`config.mk`:
```
export PLATFORM = sky130hd
export DESIGN_NAME = ccr_regs
export DESIGN_NICKNAME = d
export VERILOG_FILES = /design/src/hw/ccr_pkg.sv /design/src/hw/ccr_regs.sv
export VERILOG_INCLUDE_DIRS = /design/src /design/src/hw
export SDC_FILE = /design/constraint.sdc
export NUM_CORES = 1
export LEC_CHECK = 0
export BUFFER_PORTS_ARGS = -buffer_cell sky130_fd_sc_hd__buf_2
export CELL_PAD_IN_SITES_DETAIL_PLACEMENT = 1
export CELL_PAD_IN_SITES_GLOBAL_PLACEMENT = 1
export CORE_AREA = 2 2 91 93
export CTS_BUF_LIST = sky130_fd_sc_hd__clkbuf_8
export DETAILED_ROUTE_END_ITERATION = 10
export DIE_AREA = 0 0 93 95
export PLACE_DENSITY = 0.78
export SYNTH_ARGS = -nofsm -noshare
export SYNTH_HDL_FRONTEND = slang
export SYNTH_SLANG_ARGS = --single-unit
```
`constraint.sdc`:
```
create_clock -name clk_sys -period 5.75 [get_ports clk_sys]
set_clock_uncertainty 0.15 [all_clocks]
set_input_delay 1.15 -clock clk_sys [delete_from_list [all_inputs] [get_ports clk_sys]]
set_output_delay 1.15 -clock clk_sys [all_outputs]
set_load 0.02 [all_outputs]
```
`src/hw/ccr_consts.svh`:
```
// Constants for the converter chip configuration register group
// Notes on behaviour
// - Addresses or bits outside the three-register map are unsupported; they read 0 and ignore writes.
// - Port configuration resets to 0x18 with bit order in bits 6 and 1 and soft reset in bits 5 and 2.
// - The grade register shows a read-only speed grade in bits 6:4 with the other bits zero.
// - Speed grade codes are 000 for 20, 001 for 40, 010 for 65 and 011 for 80 MSPS.
// - The serial port shifts MSB first after reset until the bit-order flag selects LSB first.
`ifndef CCR_CONSTS_SVH
`define CCR_CONSTS_SVH

// ----------------------------------------------------------------
// Register offsets
// ----------------------------------------------------------------
`define CCR_ADDR_PORT_CFG   13'h0000
`define CCR_ADDR_CHIP_IDENTIFIER    13'h0001
`define CCR_ADDR_GRADE      13'h0002

// ----------------------------------------------------------------
// Field positions and reset values
// ----------------------------------------------------------------
`define CCR_CFG_RESET       8'h18
`define CCR_CFG_LSB_HI      6
`define CCR_CFG_LSB_LO      1
`define CCR_CFG_SRST_HI     5
`define CCR_CFG_SRST_LO     2
`define CCR_GRADE_LSB       4
`define CCR_GRADE_W         3

// ----------------------------------------------------------------
// Frame layout
// ----------------------------------------------------------------
`define CCR_INSTR_BITS      16
`define CCR_ADDR_W          13
`define CCR_BYTE_BITS       8

`endif

```
`src/hw/ccr_pkg.sv`:
```
// Types for the converter chip configuration register group
package ccr_pkg;

   // Frame phase of the serial control port
   typedef enum logic [1:0] {
      PH_INSTR,
      PH_DATA,
      PH_DONE
   } ccr_phase_e;

   // Speed grade codes
   typedef enum logic [2:0] {
      GRADE_20MSPS = 3'h0,
      GRADE_40MSPS = 3'h1,
      GRADE_65MSPS = 3'h2,
      GRADE_80MSPS = 3'h3
   } ccr_grade_e;

endpackage

```
`src/hw/ccr_regs.sv`:
```
// Serial control port and chip configuration registers
`timescale 1ns/1ps
`include "ccr_consts.svh"

module ccr_regs
   import ccr_pkg::*;
#(
   parameter logic [7:0] CHIP_IDENTIFIER_CODE = 8'hA5,   // Arbitrary value
   parameter ccr_grade_e SPEED_GRADE  = GRADE_80MSPS
) (
   // Clock and reset
   input  wire logic clk_sys,
   input  wire logic rst_n,
   // Serial control pins
   input  wire logic csb_pin,
   input  wire logic sclk_pin,
   input  wire logic sdio_in,
   output logic      sdio_out,
   output logic      sdio_oe,
   // Configuration state
   output logic      lsb_first,
   output logic      soft_reset_pulse
);

   // ----------------------------------------------------------------
   // Pin synchronisers
   // ----------------------------------------------------------------
   logic [2:0] sync1_reg;
   logic [2:0] sync2_reg;
   logic       sclk_prev_reg;
   logic       csb_s;
   logic       sclk_s;
   logic       sdio_s;
   logic       rise;
   logic       fall;

   // Pins are async to clk_sys; SCLK must stay well below 5 MHz
   always_ff @(posedge clk_sys) begin
      if (!rst_n) begin
         // Idle pin levels, so no false edge follows reset
         sync1_reg     <= 3'h1;
         sync2_reg     <= 3'h1;
         sclk_prev_reg <= 1'b0;
      end else begin
         sync1_reg     <= {sdio_in, sclk_pin, csb_pin};
         sync2_reg     <= sync1_reg;
         sclk_prev_reg <= sync2_reg[1];
      end
   end

   assign csb_s  = sync2_reg[0];
   assign sclk_s = sync2_reg[1];
   assign sdio_s = sync2_reg[2];
   assign rise   = !csb_s && sclk_s && !sclk_prev_reg;
   assign fall   = !csb_s && !sclk_s && sclk_prev_reg;

   // ----------------------------------------------------------------
   // Frame state
   // ----------------------------------------------------------------
   ccr_phase_e                    phase_reg;
   logic [3:0]                    bit_cnt_reg;
   logic [`CCR_INSTR_BITS-1:0]    instr_reg;
   logic [`CCR_INSTR_BITS-1:0]    instr_next;
   logic [`CCR_BYTE_BITS-1:0]     rx_reg;
   logic [`CCR_BYTE_BITS-1:0]     rx_next;
   logic [`CCR_BYTE_BITS-1:0]     tx_reg;
   logic [`CCR_ADDR_W-1:0]        addr_reg;
   logic [`CCR_ADDR_W-1:0]        addr_step;
   logic [`CCR_ADDR_W-1:0]        instr_addr;
   logic                          rd_reg;
   logic                          stream_reg;
   logic [1:0]                    left_reg;
   logic                          lsb_first_reg;
   logic                          byte_done;
   logic                          wr_cfg;

   // Bit order applies to instruction and data alike
   assign instr_next = lsb_first_reg
      ? {sdio_s, instr_reg[`CCR_INSTR_BITS-1:1]}
      : {instr_reg[`CCR_INSTR_BITS-2:0], sdio_s};
   assign rx_next = lsb_first_reg
      ? {sdio_s, rx_reg[`CCR_BYTE_BITS-1:1]}
      : {rx_reg[`CCR_BYTE_BITS-2:0], sdio_s};
   assign instr_addr = instr_next[`CCR_ADDR_W-1:0];
   // Streaming walks down in MSB-first order and up in LSB-first order
   assign addr_step  = lsb_first_reg ? addr_reg + 13'h0001
                                     : addr_reg - 13'h0001;
   assign byte_done  = rise && (phase_reg == PH_DATA)
                       && (bit_cnt_reg == 4'h7);
   assign wr_cfg     = byte_done && !rd_reg
                       && (addr_reg == `CCR_ADDR_PORT_CFG);

   // ----------------------------------------------------------------
   // Read data
   // ----------------------------------------------------------------
   function automatic logic [7:0] read_byte(
      input logic [`CCR_ADDR_W-1:0] a,
      input logic                   lsb
   );
      logic [7:0] v;
      v = 8'h00;
      if (a == `CCR_ADDR_PORT_CFG) begin
         v = `CCR_CFG_RESET;
         v[`CCR_CFG_LSB_HI] = lsb;
         v[`CCR_CFG_LSB_LO] = lsb;
      end else if (a == `CCR_ADDR_CHIP_IDENTIFIER) begin
         v = CHIP_IDENTIFIER_CODE;
      end else if (a == `CCR_ADDR_GRADE) begin
         v[`CCR_GRADE_LSB +: `CCR_GRADE_W] = SPEED_GRADE;
      end else begin
         v = 8'h00;
      end
      return v;
   endfunction

   // ----------------------------------------------------------------
   // Frame sequencing
   // ----------------------------------------------------------------
   always_ff @(posedge clk_sys) begin
      if (!rst_n || csb_s) begin
         phase_reg   <= PH_INSTR;
         bit_cnt_reg <= 4'h0;
         instr_reg   <= 16'h0000;
         rx_reg      <= 8'h00;
         addr_reg    <= 13'h0000;
         rd_reg      <= 1'b0;
         stream_reg  <= 1'b0;
         left_reg    <= 2'h0;
      end else if (rise) begin
         bit_cnt_reg <= bit_cnt_reg + 4'h1;
         case (phase_reg)
            PH_INSTR: begin
               instr_reg <= instr_next;
               if (bit_cnt_reg == 4'hF) begin
                  phase_reg   <= PH_DATA;
                  bit_cnt_reg <= 4'h0;
                  rd_reg      <= instr_next[15];
                  stream_reg  <= &instr_next[14:13];
                  left_reg    <= instr_next[14:13];
                  addr_reg    <= instr_addr;
               end
            end
            PH_DATA: begin
               rx_reg <= rx_next;
               if (byte_done) begin
                  bit_cnt_reg <= 4'h0;
                  addr_reg    <= addr_step;
                  left_reg    <= left_reg - 2'h1;
                  if (!stream_reg && left_reg == 2'h0) begin
                     phase_reg <= PH_DONE;
                  end
               end
            end
            // Bits past the counted bytes wait here for CSB high
            default: begin
               bit_cnt_reg <= 4'h0;
            end
         endcase
      end
   end

   // ----------------------------------------------------------------
   // Port configuration register
   // ----------------------------------------------------------------
   logic srst_req;
   logic lsb_req;

   // Either mirrored copy of a flag acts, so both shift orders decode
   assign srst_req = rx_next[`CCR_CFG_SRST_HI] || rx_next[`CCR_CFG_SRST_LO];
   assign lsb_req  = rx_next[`CCR_CFG_LSB_HI] || rx_next[`CCR_CFG_LSB_LO];

   // Soft reset wins over order bits written in the same byte
   always_ff @(posedge clk_sys) begin
      if (!rst_n) begin
         lsb_first_reg    <= 1'b0;
         soft_reset_pulse <= 1'b0;
      end else begin
         soft_reset_pulse <= 1'b0;
         if (wr_cfg) begin
            if (srst_req) begin
               lsb_first_reg    <= 1'b0;
               soft_reset_pulse <= 1'b1;
            end else begin
               lsb_first_reg <= lsb_req;
            end
         end
      end
   end

   assign lsb_first = lsb_first_reg;

   // ----------------------------------------------------------------
   // Readback shifter
   // ----------------------------------------------------------------
   // Driven on falling SCLK so the host samples on the rising edge
   always_ff @(posedge clk_sys) begin
      if (!rst_n) begin
         tx_reg   <= 8'h00;
         sdio_out <= 1'b0;
         sdio_oe  <= 1'b0;
      end else begin
         // Released as soon as the last counted byte has gone out
         sdio_oe <= !csb_s && rd_reg && (phase_reg == PH_DATA);
         // Next byte is fetched at a last rise, ahead of its first fall
         if (rise && phase_reg == PH_INSTR && bit_cnt_reg == 4'hF) begin
            tx_reg <= read_byte(instr_addr, lsb_first_reg);
         end else if (byte_done && rd_reg) begin
            tx_reg <= read_byte(addr_step, lsb_first_reg);
         end else if (fall && rd_reg && phase_reg == PH_DATA) begin
            if (lsb_first_reg) begin
               sdio_out <= tx_reg[0];
               tx_reg   <= {1'b0, tx_reg[7:1]};
            end else begin
               sdio_out <= tx_reg[7];
               tx_reg   <= {tx_reg[6:0], 1'b0};
            end
         end
      end
   end

endmodule

```
==> run_results.csv <==
group,metric,value,unit
run_status,result_of_the_run,"finished, final reports clean",
synthesis,yosys-top-cells-area,"dfxtp_1 (35%), a211oi_1 (6.8%), mux2i_1 (6.7%), a21oi_1 (6.1%), nor2_1 (5.7%)",
synthesis,largest_area_contributor_in_the_netlist,"dfxtp_1",
setup_path,path_max_fanout,15,
setup_path,timing.setup.critical_path_class,"reg2reg",
finish,multi_input_comb_area,2280,um2
sta,drv_slew,0,
finish,filler_cell_count,975,
worst_hold_path,holdCritPathClass,"reg2reg",
finish,finish.net_count,470,
synthesis,netlist.area_leader.share,35.2,%
sta,setup-violations-final,0,
setup_path,crit_path_top_delay_cell,"nor4_1",
global_routing,grt_pass1_vias,3194,
routing,detailroute.via_count,3334,
power_and_ir_drop,pwr_density_cell,224,nW/um2
sta,period_needed,3.71,ns
synthesis,yosys_register_bits,66,
clock_network,clkSlewWorstSetupHoldPaths,0.08,ns
synthesis,synthesis.instances,454,
sta,grt_setup_unrepaired,"no",
floorplan,fp.coreArea,7930,um2
setup_path,cp-startpoint,"lsb_first$_SDFFE_PN0P_",
floorplan,y_dimension_of_the_die,95,um
clock_network,postCtsSetupBuffers,0,
power_and_ir_drop,p_leak,1.41,nW
run,number_of_max_cap_violations,0,
finish,final_layout_size_suffix_gt1_share,8.83,%
synthesis,post_synth.cell_area_avg,8.26,um2
finish,layout.cells.most_common_list,"dfxtp_1 (65), nor2_1 (57), a21oi_1 (46)",
clock_network,clock_tree_from_tritoncts,"built",
routing,detail_route.drc_violations,0,
sta,setup_tns,0,ns
worst_hold_path,worst_hold_startpoint,"sync1_reg[0]$_SDFF_PN1_",
global_routing,overflow,0,
routing,dr.pass1.iters,7,
synthesis,ys_dominant_reg_cell,"dfxtp_1",
global_routing,total_routing_resource_utilization_after_global_routing,24.3,%
clock_network,clk_root_buffer_cell,"clkbuf_8",
synthesis,ys.warnings.count,0,
finish,insertedDiodeCount,0,
synthesis,fraction_of_synthesis_flops_using_an_asynchronous_set_or_reset_pin,0,%
setup_path,timing.critical_path.to_type,"register",
finish,total_non_filler_cell_area_in_the_finished_layout,4060,um2
synthesis,synthesis.nets,476,
setup_path,critical_path.cell_chain,"inv_1 -> ha_1 -> a21o_1 -> a221oi_1 -> o21ai_0 -> xor2_1 -> nor4_1 -> nand4_1 -> a31oi_1",
routing,drt_wl_total,10300,um
placement,detailedPlacementHpwl,7390,um
sta,max_clock_freq,269,MHz
clock_network,clk_sinks,66,
synthesis,share_of_synthesized_area_occupied_by_flip_flops_and_latches,35.2,%
sta,final_hold_fails,0,
finish,areaGrowthSynthToFinish,8.18,%
clock_network,clock_tree.htree_level_count,3,
routing,post_drt_via_cell_ratio,5.97,
placement,gp_congestion,0.884,
global_routing,grt_first_pass_wirelength,16900,um
floorplan,initial_utilization,47.3,%
placement,place.detailed.instances,542,
floorplan,core_rows,33,
setup_path,worst_setup_path_start_kind,"register",
setup_path,timing.critical_path.required,5.87,ns
setup_path,regToRegStartpoint,"lsb_first$_SDFFE_PN0P_",
setup_path,data_arrival_time_of_the_critical_path,3.83,ns
sta,final_min_period_over_clock_period,64.5,%
setup_path,cpPeakStageDelay,0.61,ns
clock_network,clock_latency,0.35,ns
global_routing,grt_max_degree,49,
synthesis,synth.distinct_cells,54,
clock_network,cts-root-to-sink-buffers,2,
finish,sequential_cell_area,1320,um2
synthesis,edff_count_synth,0,
finish,largest_reg_flops,16,
power_and_ir_drop,peakVddDrop,123,uV
synthesis,mappedNetlistArea,3750,um2
floorplan,die_area,8840,um2
clock_network,ctsHoldBuffers,0,
sta,timing.final.ws_setup,2.04,ns
routing,postRouteAntennaNets,0,
finish,layout.cells.non_filler,558,
placement,detailed_place.area,3840,um2
finish,final_common_cell,"dfxtp_1",
sta,slew_headroom,25.2,%
global_routing,initial_antenna_violation_count,0,
routing,wl_per_cell,18.5,um
clock_network,tritoncts.num_buffers,9,
floorplan,die-width,93,um
routing,first_iter_violations,165,
sta,transition_time_at_the_pin_with_the_least_slew_margin,1.12,ns
clock_network,cts_repair_resize_count,0,
placement,detailedPlace.worstSlack,2.06,ns
floorplan,ioPinCount,9,
placement,port-buffer-count,8,
## worst max-delay path: cells and delay by family (launching register included)
| kind | cells | cell delay, ns |
|---|---|---|
| buf+inv | 1 | 0.44 |
| compound gates | 4 | 1.20 |
| flops | 1 | 0.32 |
| xor+xnor | 1 | 0.19 |
| fa+ha+maj | 1 | 0.43 |
| simple gates | 2 | 0.88 |
## through the flow
| stage | hold slack (ns) | util, % | total power, mW |
|---|---|---|---|
| floorplan | 0.236 | - | 0.479 |
| global placement | 0.238 | 48.4 | 0.482 |
| finish | 0.276 | 51.2 | 0.910 |
| CTS | 0.278 | 51.2 | 0.916 |
| detailed placement | 0.259 | 48.4 | 0.483 |
| global route | 0.287 | 51.2 | 0.940 |
## per-layer routing
metal  GRT usage (%)  part of all wire, %
met1            35.0                   51
met2            37.9                   46
met3            4.07                  2.6
met4            6.00                 0.88
met5               0                    0
## cells in the mapped netlist, types with 5 or more instances
cell type	count
nor4_1	7
a21oi_1	46
nand2b_1	8
clkbuf_1	23
nor2_1	57
ha_1	16
nor3_1	9
o211ai_1	9
xnor2_1	7
a211oi_1	34
nand3_1	7
nand2_1	33
and3_1	6
a31oi_1	5
xor2_1	6
dfxtp_1	66
inv_1	10
mux2i_1	25
and2_1	7
o21ai_0	17
## path summary, 6_finish.rpt
path                        endpoint  slack (ns)  cells past startpoint
max           tx_reg[1]$_SDFFE_PN0P_        2.04                      9
min          sync2_reg[0]$_SDFF_PN1_        0.28                      1
max reg2reg   tx_reg[1]$_SDFFE_PN0P_        2.04                      9
min reg2reg  sync2_reg[0]$_SDFF_PN1_        0.28                      1
## kinds of logic (layout without fill, tap and decap cells)
| kind of cell | after synthesis | after routing | synth area share, % |
|---|---|---|---|
| muxes | 29 | 29 | 7.88 |
| adders and majority gates | 17 | 17 | 5.87 |
| DFF | 66 | 66 | 35.2 |
| buffers and inverters | 38 | 37 | 4.04 |
| AOI/OAI and AO/OA | 134 | 134 | 23.5 |
| xor gates and xnor gates | 13 | 13 | 3.04 |
| and+or+nand+nor | 157 | 157 | 20.5 |
## report_power, final
group          internal [mW]  switching [mW]  leakage (nW)  total [mW]
Combinational        0.00371         0.00817         0.770      0.0119
Sequential             0.459         0.00101         0.533       0.460
Clock                  0.244           0.194         0.111       0.439
Total                  0.707           0.204          1.41       0.910
## layout make-up
type,count,share of cell area [%]
Clock inverter,7,2.31
Multi-Input combinational cell,350,56.3
Tap cell,105,3.24
Timing Repair Buffer,11,1.54
Sequential cell,66,32.6
Inverter,10,0.926
Clock buffer,9,3.05
No activity file was read; power rests on OpenSTA's default activity.
